<file path="src/gdtc_pkg.sv">
// shared constants, types and helpers for the gate drive dead time block
package gdtc_pkg;

    // clock and dead time step
    localparam int unsigned CLK_MHZ = 125;
    localparam int unsigned DT_STEP_NS = 16;
    localparam int unsigned DT_STEP_CYC = (DT_STEP_NS * CLK_MHZ + 999) / 1000;
    localparam int unsigned DT_CNT_W = 6;

    // register byte addresses
    localparam logic [11:0] ADDR_DEAD_TIME = 12'h000;
    localparam logic [11:0] ADDR_REG_DAC = 12'h004;
    localparam logic [11:0] ADDR_EXT_DAC = 12'h008;
    localparam logic [11:0] ADDR_PER_EN = 12'h00c;
    localparam logic [11:0] ADDR_MODE = 12'h010;
    localparam logic [11:0] ADDR_STATUS = 12'h014;

    // reset values
    localparam logic [7:0] RST_DEAD_TIME = 8'h00;
    localparam logic [7:0] RST_REG_DAC = 8'h00;
    localparam logic [7:0] RST_EXT_DAC = 8'h00;
    localparam logic [7:0] RST_PER_EN = 8'h00;
    localparam logic [7:0] RST_MODE = 8'h00;

    // writable bit masks
    localparam logic [7:0] MASK_PER_EN = 8'hf7;
    localparam logic [7:0] MASK_MODE = 8'hc0;

    // field positions
    localparam int unsigned DT_PRI_LSB = 4;
    localparam int unsigned DT_SEC_LSB = 0;
    localparam int unsigned PE_PRI_EN = 7;
    localparam int unsigned PE_SEC_EN = 6;
    localparam int unsigned PE_PRI_BY = 5;
    localparam int unsigned PE_SEC_BY = 4;
    localparam int unsigned PE_PULLUP = 2;
    localparam int unsigned PE_STR_PRI = 1;
    localparam int unsigned PE_STR_SEC = 0;
    localparam int unsigned MODE_MSC_LSB = 6;
    localparam logic [1:0] MSC_MASTER = 2'h1;

    // per drive configuration
    typedef struct packed {
        logic enable;
        logic bypass;
        logic [3:0] code;
    } gdtc_drv_cfg_t;

    // dead timer states
    typedef enum logic [2:0] {
        DT_IDLE = 3'b001,
        DT_WAIT = 3'b010,
        DT_ON = 3'b100
    } gdtc_dt_state_t;

    // dead time in clock cycles for a 4-bit code
    function automatic logic [DT_CNT_W-1:0] dt_cycles(input logic [3:0] code);
        dt_cycles = DT_CNT_W'((32'(code) + 1) * DT_STEP_CYC);
    endfunction

endpackage

</file>
<file path="src/gdtc_dead_timer.sv">
// turn-on delay unit for one low-side drive
`timescale 1ns/1ps
module gdtc_dead_timer (
    input wire logic pclk,
    input wire logic presetn,
    input wire logic drive_req,
    input wire gdtc_pkg::gdtc_drv_cfg_t cfg,
    output logic drive_out
);
    import gdtc_pkg::*;

    gdtc_dt_state_t state;
    logic [DT_CNT_W-1:0] cnt;

    // the longest code must fit the counter
    if (DT_STEP_CYC < 1 || DT_STEP_CYC * 16 > 63) begin : g_chk
        $error("dead time step does not fit the counter");
    end

    // rising edge held off, falling edge passed at once
    always_ff @(posedge pclk or negedge presetn) begin
        if (!presetn) begin
            state <= DT_IDLE;
            cnt <= '0;
            drive_out <= 1'b0;
        end else begin
            case (state)
                DT_IDLE: begin
                    cnt <= DT_CNT_W'(1);
                    if (drive_req && cfg.bypass) begin
                        state <= DT_ON;
                        drive_out <= 1'b1;
                    end else if (drive_req) begin
                        state <= DT_WAIT;
                    end
                end
                DT_WAIT: begin
                    if (!drive_req) begin
                        state <= DT_IDLE;
                    end else if (cfg.bypass ||
                                 cnt >= dt_cycles(cfg.code)) begin
                        state <= DT_ON;
                        drive_out <= 1'b1;
                    end else begin
                        cnt <= cnt + DT_CNT_W'(1);
                    end
                end
                DT_ON: begin
                    if (!drive_req) begin
                        state <= DT_IDLE;
                        drive_out <= 1'b0;
                    end
                end
                default: begin
                    state <= DT_IDLE;
                    drive_out <= 1'b0;
                end
            endcase
        end
    end

endmodule

</file>
<file path="src/gdtc_steer_pwm.sv">
// fixed frequency open-loop steering pwm
`timescale 1ns/1ps
module gdtc_steer_pwm #(
    parameter int unsigned CNT_W = 8
) (
    input wire logic pclk,
    input wire logic presetn,
    input wire logic run,
    input wire logic [CNT_W-1:0] period,
    input wire logic [CNT_W-1:0] duty,
    output logic pwm_out
);
    import gdtc_pkg::*;

    logic [CNT_W-1:0] cnt;

    if (CNT_W < 2) begin : g_chk
        $error("steering counter too narrow");
    end

    // period+1 cycles per frame, high while count below duty
    always_ff @(posedge pclk or negedge presetn) begin
        if (!presetn) begin
            cnt <= '0;
            pwm_out <= 1'b0;
        end else if (!run) begin
            cnt <= '0;
            pwm_out <= 1'b0;
        end else begin
            pwm_out <= (cnt < duty);
            if (cnt >= period) begin
                cnt <= '0;
            end else begin
                cnt <= cnt + CNT_W'(1);
            end
        end
    end

endmodule

</file>
<file path="src/gdtc_top.sv">
// gate drive dead time and steering control with apb registers
//
// Our own choices: the APB slave port and the address map.
`timescale 1ns/1ps
module gdtc_top #(
    parameter int unsigned STEER_W = 8
) (
    input wire logic pclk,
    input wire logic presetn,
    input wire logic [11:0] paddr,
    input wire logic psel,
    input wire logic penable,
    input wire logic pwrite,
    input wire logic [31:0] pwdata,
    input wire logic [3:0] pstrb,
    output logic [31:0] prdata,
    output logic pready,
    output logic pslverr,
    input wire logic primary_pwm_in,
    input wire logic secondary_pwm_in,
    input wire logic overvoltage_active,
    input wire logic [STEER_W-1:0] timer2_period,
    input wire logic [STEER_W-1:0] timer1_low_byte,
    output logic primary_gate_drive,
    output logic secondary_gate_drive,
    output logic sense_input_pullup_enable,
    output logic [7:0] regulation_setpoint_code,
    output logic [7:0] external_reference_code,
    output logic port_b_pin_1_reference_enable,
    output logic port_a_pin_1_clock_out_enable
);
    import gdtc_pkg::*;

    // the timer registers are byte wide
    if (STEER_W != 8) begin : g_chk
        $error("steering pwm must be 8 bits wide");
    end

    // register storage
    logic [7:0] gate_dead_time_control;
    logic [7:0] regulation_setpoint_dac;
    logic [7:0] external_reference_dac;
    logic [7:0] driver_peripheral_enable;
    logic [7:0] mode_config;

    // bus decode
    logic setup_phase;
    logic access_phase;
    logic addr_hit;
    logic wr_lane0;
    logic wr_dead;
    logic wr_reg_dac;
    logic wr_ext_dac;
    logic wr_per_en;
    logic wr_mode;
    logic [7:0] wr_byte;
    logic [7:0] rd_byte;
    logic [7:0] status_byte;

    // drive path
    gdtc_drv_cfg_t pri_cfg;
    gdtc_drv_cfg_t sec_cfg;
    logic steer_pri;
    logic steer_sec;
    logic steer_run;
    logic steer_pwm;
    logic pri_req;
    logic sec_req;
    logic pri_timed;
    logic sec_timed;
    logic [1:0] master_slave_config;

    // true for any address of the register map
    function automatic logic is_mapped(input logic [11:0] a);
        is_mapped = (a == ADDR_DEAD_TIME) || (a == ADDR_REG_DAC) ||
                    (a == ADDR_EXT_DAC) || (a == ADDR_PER_EN) ||
                    (a == ADDR_MODE) || (a == ADDR_STATUS);
    endfunction

    // write strobe for one register address
    function automatic logic wr_hit(input logic [11:0] a,
                                    input logic [11:0] reg_addr,
                                    input logic strobe);
        wr_hit = strobe && (a == reg_addr);
    endfunction

    // master mode decode of the master/slave field
    function automatic logic is_master(input logic [1:0] msc);
        is_master = (msc == MSC_MASTER);
    endfunction

    // apb phases
    assign setup_phase = psel && !penable;
    assign access_phase = psel && penable;
    assign addr_hit = is_mapped(paddr);

    // zero wait state slave, error on unmapped address
    assign pready = access_phase;
    assign pslverr = access_phase && !addr_hit;

    // writes need byte lane 0, status is read only
    assign wr_lane0 = access_phase && pwrite && pstrb[0];
    assign wr_byte = pwdata[7:0];
    assign wr_dead = wr_hit(paddr, ADDR_DEAD_TIME, wr_lane0);
    assign wr_reg_dac = wr_hit(paddr, ADDR_REG_DAC, wr_lane0);
    assign wr_ext_dac = wr_hit(paddr, ADDR_EXT_DAC, wr_lane0);
    assign wr_per_en = wr_hit(paddr, ADDR_PER_EN, wr_lane0);
    assign wr_mode = wr_hit(paddr, ADDR_MODE, wr_lane0);

    // dead time codes, both nibbles
    always_ff @(posedge pclk or negedge presetn) begin
        if (!presetn) begin
            gate_dead_time_control <= RST_DEAD_TIME;
        end else if (wr_dead) begin
            gate_dead_time_control <= wr_byte;
        end
    end

    // regulation set-point dac code
    always_ff @(posedge pclk or negedge presetn) begin
        if (!presetn) begin
            regulation_setpoint_dac <= RST_REG_DAC;
        end else if (wr_reg_dac) begin
            regulation_setpoint_dac <= wr_byte;
        end
    end

    // external reference dac code
    always_ff @(posedge pclk or negedge presetn) begin
        if (!presetn) begin
            external_reference_dac <= RST_EXT_DAC;
        end else if (wr_ext_dac) begin
            external_reference_dac <= wr_byte;
        end
    end

    // enables, bypasses, pull-up and steering
    always_ff @(posedge pclk or negedge presetn) begin
        if (!presetn) begin
            driver_peripheral_enable <= RST_PER_EN;
        end else if (wr_per_en) begin
            driver_peripheral_enable <= wr_byte & MASK_PER_EN;
        end
    end

    // master and slave mode field
    always_ff @(posedge pclk or negedge presetn) begin
        if (!presetn) begin
            mode_config <= RST_MODE;
        end else if (wr_mode) begin
            mode_config <= wr_byte & MASK_MODE;
        end
    end

    // live state seen by software
    assign status_byte = {
        2'h0,
        overvoltage_active,
        steer_pwm,
        steer_sec,
        steer_pri,
        secondary_gate_drive,
        primary_gate_drive
    };

    // read data selection
    always_comb begin
        rd_byte = 8'h00;
        case (paddr)
            ADDR_DEAD_TIME: rd_byte = gate_dead_time_control;
            ADDR_REG_DAC: rd_byte = regulation_setpoint_dac;
            ADDR_EXT_DAC: rd_byte = external_reference_dac;
            ADDR_PER_EN: rd_byte = driver_peripheral_enable;
            ADDR_MODE: rd_byte = mode_config;
            ADDR_STATUS: rd_byte = status_byte;
            default: rd_byte = 8'h00;
        endcase
    end

    // read data captured in the setup cycle, upper bits zero
    always_ff @(posedge pclk or negedge presetn) begin
        if (!presetn) begin
            prdata <= 32'h0000_0000;
        end else if (setup_phase && !pwrite) begin
            prdata <= {24'h00_0000, rd_byte};
        end
    end

    // per drive configuration, each drive kept apart
    assign pri_cfg.enable = driver_peripheral_enable[PE_PRI_EN];
    assign pri_cfg.bypass = driver_peripheral_enable[PE_PRI_BY];
    assign pri_cfg.code = gate_dead_time_control[DT_PRI_LSB +: 4];
    assign sec_cfg.enable = driver_peripheral_enable[PE_SEC_EN];
    assign sec_cfg.bypass = driver_peripheral_enable[PE_SEC_BY];
    assign sec_cfg.code = gate_dead_time_control[DT_SEC_LSB +: 4];

    // steering selection, primary dominant
    assign steer_pri = driver_peripheral_enable[PE_STR_PRI];
    assign steer_sec = driver_peripheral_enable[PE_STR_SEC] &&
                       !steer_pri;
    assign steer_run = steer_pri || steer_sec;

    // open-loop pwm from the timer registers
    gdtc_steer_pwm #(
        .CNT_W(STEER_W)
    ) u_steer (
        .pclk(pclk),
        .presetn(presetn),
        .run(steer_run),
        .period(timer2_period),
        .duty(timer1_low_byte),
        .pwm_out(steer_pwm)
    );

    // drive sources before dead time and enable
    always_comb begin
        pri_req = primary_pwm_in;
        sec_req = secondary_pwm_in;
        if (steer_pri) begin
            pri_req = steer_pwm;
            sec_req = 1'b0;
        end else if (steer_sec) begin
            pri_req = 1'b0;
            sec_req = steer_pwm && overvoltage_active;
        end
    end

    // primary turn-on delay, held off while disabled
    gdtc_dead_timer u_pri_dt (
        .pclk(pclk),
        .presetn(presetn),
        .drive_req(pri_req && pri_cfg.enable),
        .cfg(pri_cfg),
        .drive_out(pri_timed)
    );

    // secondary turn-on delay, independent of the primary
    gdtc_dead_timer u_sec_dt (
        .pclk(pclk),
        .presetn(presetn),
        .drive_req(sec_req && sec_cfg.enable),
        .cfg(sec_cfg),
        .drive_out(sec_timed)
    );

    // enable gate on the timed drives, cuts off at once
    assign primary_gate_drive = pri_timed && pri_cfg.enable;
    assign secondary_gate_drive = sec_timed && sec_cfg.enable;

    // weak pull-up control on the sense input
    always_ff @(posedge pclk or negedge presetn) begin
        if (!presetn) begin
            sense_input_pullup_enable <= 1'b0;
        end else begin
            sense_input_pullup_enable <=
                driver_peripheral_enable[PE_PULLUP];
        end
    end

    // dac codes straight from their registers
    assign regulation_setpoint_code = regulation_setpoint_dac;
    assign external_reference_code = external_reference_dac;

    // master mode pin routing
    assign master_slave_config = mode_config[MODE_MSC_LSB +: 2];

    always_ff @(posedge pclk or negedge presetn) begin
        if (!presetn) begin
            port_b_pin_1_reference_enable <= 1'b0;
            port_a_pin_1_clock_out_enable <= 1'b0;
        end else begin
            port_b_pin_1_reference_enable <=
                is_master(master_slave_config);
            port_a_pin_1_clock_out_enable <=
                is_master(master_slave_config);
        end
    end

endmodule

</file>
<file path="config.mk">
export PLATFORM = sky130hd
export DESIGN_NAME = gdtc_top
export DESIGN_NICKNAME = d
export VERILOG_FILES = /design/src/gdtc_pkg.sv /design/src/gdtc_dead_timer.sv /design/src/gdtc_steer_pwm.sv /design/src/gdtc_top.sv
export SDC_FILE = /design/constraint.sdc
export NUM_CORES = 1
export LEC_CHECK = 0
export ABC_AREA = 1
export BUFFER_PORTS_ARGS = -buffer_cell sky130_fd_sc_hd__buf_2
export CORE_MARGIN = 10
export CORE_UTILIZATION = 49
export DETAILED_ROUTE_END_ITERATION = 8
export PLACE_DENSITY = 0.79
export SYNTH_ARGS = -nofsm -noshare
export SYNTH_HDL_FRONTEND = slang
export SYNTH_SLANG_ARGS = --single-unit
</file>
<file path="constraint.sdc">
create_clock -name pclk -period 1.8 [get_ports pclk]
set_input_delay 0.18 -clock pclk [delete_from_list [all_inputs] [get_ports pclk]]
set_output_delay 0.18 -clock pclk [all_outputs]
set_load 0.01 [all_outputs]
</file>
==> impl_metrics.ini <==
[outcome]
status = complete, but fails checks
violations = negative setup slack

[floorplan]
io_pins = 127
start_util_pct = 50.0
dieArea_um2 = 14300
fp.dieH_um = 119
core_area_um2 = 9680
die_w_um = 119
rows = 36

[flow_run]
max_cap_violations = 0

[global_route]
grt_max_degree = 57
grt.overflow.total = 0
antenna_found_initial = 0
met1_usage_pct = 21.1
grt_pass1_wl_um = 20500
grt_use_met2_pct = 28.6
grt_use_total_pct = 17.0
grt_pass1_vias = 4372
top_usage_layer = met2
use_met3_pct = 4.49

[sta]
final-hold-violation-count = 0
setup_viol = 14
fin_ws_ps = -58.6
slew_viol_final = 0
fmax_mhz = 538
final.period_utilization_pct = 103
hold_ws_ps = 156
skew_ps = 16.2
layout_min_cycle_time_ps = 1860
rsz0062_at_grt = yes

[clock_tree]
cts_tree = built
clkTransAtPathRegs_ps = 80
clock-sinks = 72
clockRootBuffer = clkbuf_8
h-tree-depth = 3
insertion_delay_ps = 350
clock_path_buffers = 2
cts-buffers-inserted = 9

[route]
vias = 4370
ant_nets = 0
drt-pass1-iter-count = 5
avgRoutedWirePerCell_um = 14.2
totalWireLength_um = 12200
drt_iter0_drc = 398
drc = 0
vias_per_cell = 5.06

[setup_path]
slowest_delay_ps = 440
cp.depth = 12
cp.required_ps = 2040
reg2reg_from = gate_dead_time_control[5]$_DFFE_PN0P_
crit_path_start = gate_dead_time_control[5]$_DFFE_PN0P_
cp-end-kind = register
cp.arrival_ps = 2100
r2r-end = u_pri_dt.cnt[3]$_DFFE_PN0P_
critical_path.endpoint = u_pri_dt.cnt[3]$_DFFE_PN0P_
ff2ff_setup_slack_ps = -60
path_max_fanout = 5
crit_buf_inv = 1
path_common_cell = nand2_2
r2r_cells = 12
cp_cell_sequence = ha_4 > xnor2_2 > ha_1 > nand2_2 > nor2_2 > nand2_1 > nand3_1 > nand2_2 > nand2_4 > inv_2 > nand2_2 > nand2_2
cp_slowest_cell = dfrtp_1
critical_path.top_delay_family = simple AND/OR/NAND/NOR gates
worstSetupPathType = reg2reg
start_kind = register

[layout]
fin_area_um2 = 5640
syn2layout_area_growth_pct = 16.4
layout-drive-gt1-share_pct = 25.8
nNetsFinal = 827
final-instance-count-excl-fill = 863
antenna_cells = 0

[placement]
io_buffers = 75
dpl.hpwl_um = 9460
dp.cells = 842
routabilityCongestion = 0.941
dpl_cell_area_um2 = 5310

[synthesis]
ys_ff_latch = 72
synth_edf_count = 0
syn_avg_cell_area_um2 = 7.65
ys_warn_count = 0
syn-cell-area_um2 = 4840
seq_area_frac_synth_pct = 37.2
synthFlopType = dfrtp_1
synthCells = 633
synth.distinct_cells = 38
async_flop_share_pct = 100

[power]
vdd_drop_max_v = 0.000538
power.leakage_uw = 0.00312
power_density_nw_per_um2 = 564

[min_path]
hold_path_class = in2reg
## per-layer routing
metal / share of wire [%] / vias to the layer above / routed length (um)
met2: 49 / 139 / 6050
met1: 43 / 2053 / 5260
met5: 0 / - / 0
met3: 5.9 / 20 / 727
li1: - / 2158 / -
met4: 1.7 / 0 / 205
## cells by family after synthesis
| logic type | count (synthesis) | share of synthesized area (%) |
|---|---|---|
| buf+inv | 121 | 12.2 |
| fa+ha+maj | 30 | 7.75 |
| other cells | 1 | 0.0774 |
| xor+xnor | 10 | 1.81 |
| simple gates | 330 | 32.4 |
| flops | 72 | 37.2 |
| compound gates | 69 | 8.60 |
## registers in the layout, indices dropped and copies added, names as in the netlist, 6 cells and up
| register | flops |
|---|---|
| u_sec_dt.cnt | 6 |
| u_pri_dt.cnt | 6 |
| gate_dead_time_control | 8 |
| driver_peripheral_enable | 7 |
| u_steer.cnt | 8 |
| external_reference_code | 8 |
| regulation_setpoint_code | 8 |
| prdata | 8 |
## what timing repair did
item	in CTS	in global routing
pin swaps	3	6
hold endpoints to repair	16	0
hold buffers	1	0
buffers inserted	2	1
cloned	1	0
gates resized for setup	12	24
setup endpoints to repair	15	20
## power by group
group	total, uW	switching (uW)	internal [uW]
clock network	1300	651	648
logic	249	171	77.9
registers	1640	6.75	1630
total	3180	828	2350
## per-stage QoR
| stage | setup slack (ps) | util, % | power, uW | TNS [ps] |
|---|---|---|---|---|
| floorplan | 10.1 | - | 1830 | 0 |
| global placement | -34.8 | 54.8 | 1900 | -107 |
| detailed placement | -109 | 54.8 | 1910 | -701 |
| CTS | -4.00 | 57.5 | 3190 | -4.00 |
| global route | -221 | 58.2 | 3310 | -3150 |
| finish | -58.6 | 58.2 | 3180 | -576 |
## area by class of cell
class	count	area (um^2)
clock buffer	10	128
clock inverter	6	70.1
inverter	88	330
timing repair buffer	90	503
tap	133	166
sequential	72	1810
fill	894	4050
multi-input combinational	464	2640
## how the worst min path moves through the flow
stage,startpoint,endpoint,slack (ps),cells past startpoint
finish,pwdata[4],regulation_setpoint_code[4]$_DFFE_PN0P_,160,3
global route,pwdata[3],regulation_setpoint_code[3]$_DFFE_PN0P_,160,3
CTS,pwdata[4],regulation_setpoint_code[4]$_DFFE_PN0P_,150,3
detailed placement,presetn,u_sec_dt.cnt[0]$_DFFE_PN0P_,150,1
global placement,presetn,u_sec_dt.state[1]$_DFFE_PN0P_,140,1
floorplan,presetn,driver_peripheral_enable[0]$_DFFE_PN0P_,-120,0
## worst reg2reg max path, stage by stage (launching register included)
cell and delay (ps):
dfrtp_1 440, ha_4 190, xnor2_2 130, ha_1 310, nand2_2 70, nor2_2 90, nand2_1 70, nand3_1 90
nand2_2 90, nand2_4 120, inv_2 50, nand2_2 60, nand2_2 50
## placed cells by master (no fill, tap or decap), types with 2 or more instances in the layout
master	count
nand2_4	4
buf_2	75
clkinv_4	4
xnor2_2	2
nand2_2	22
nand4_1	9
buf_4	13
a21oi_1	8
dfrtp_1	69
nor2_1	54
inv_2	7
nand4_4	2
ha_1	28
inv_1	81
nor3_1	4
o21ai_1	22
xor2_1	7
nor2_8	2
nand3_1	58
nand2_1	155
conb_1	24
ha_4	2
o21ai_0	15
o21ai_2	19
nand3_4	2
nor2_2	7
nor2_4	5
clkbuf_8	9
dfstp_2	2
or2_2	3
## cell usage after synthesis, types with 2 or more instances
cell type | instances | area, um^2
nand2_1 | 168 | 631
inv_1 | 82 | 308
dfrtp_1 | 70 | 1750
nand3_1 | 58 | 290
nor2_1 | 55 | 206
ha_1 | 30 | 375
buf_4 | 26 | 195
o21ai_0 | 23 | 115
o21ai_1 | 18 | 90.1
o21ai_2 | 15 | 131
nand4_1 | 9 | 56.3
a21oi_1 | 8 | 40.0
nand2_2 | 8 | 50.1
xor2_1 | 7 | 61.3
inv_2 | 6 | 22.5
nor2_2 | 6 | 37.5
nor2_4 | 5 | 56.3
nand2_4 | 4 | 45.0
nor3_1 | 4 | 20.0
buf_2 | 3 | 15.0
buf_6 | 3 | 33.8
or2_2 | 3 | 18.8
xnor2_1 | 3 | 26.3
dfstp_2 | 2 | 52.6
nand3_4 | 2 | 35.0
nand4_4 | 2 | 42.5
nor2_8 | 2 | 40.0
(Power assumes the default switching activity.)
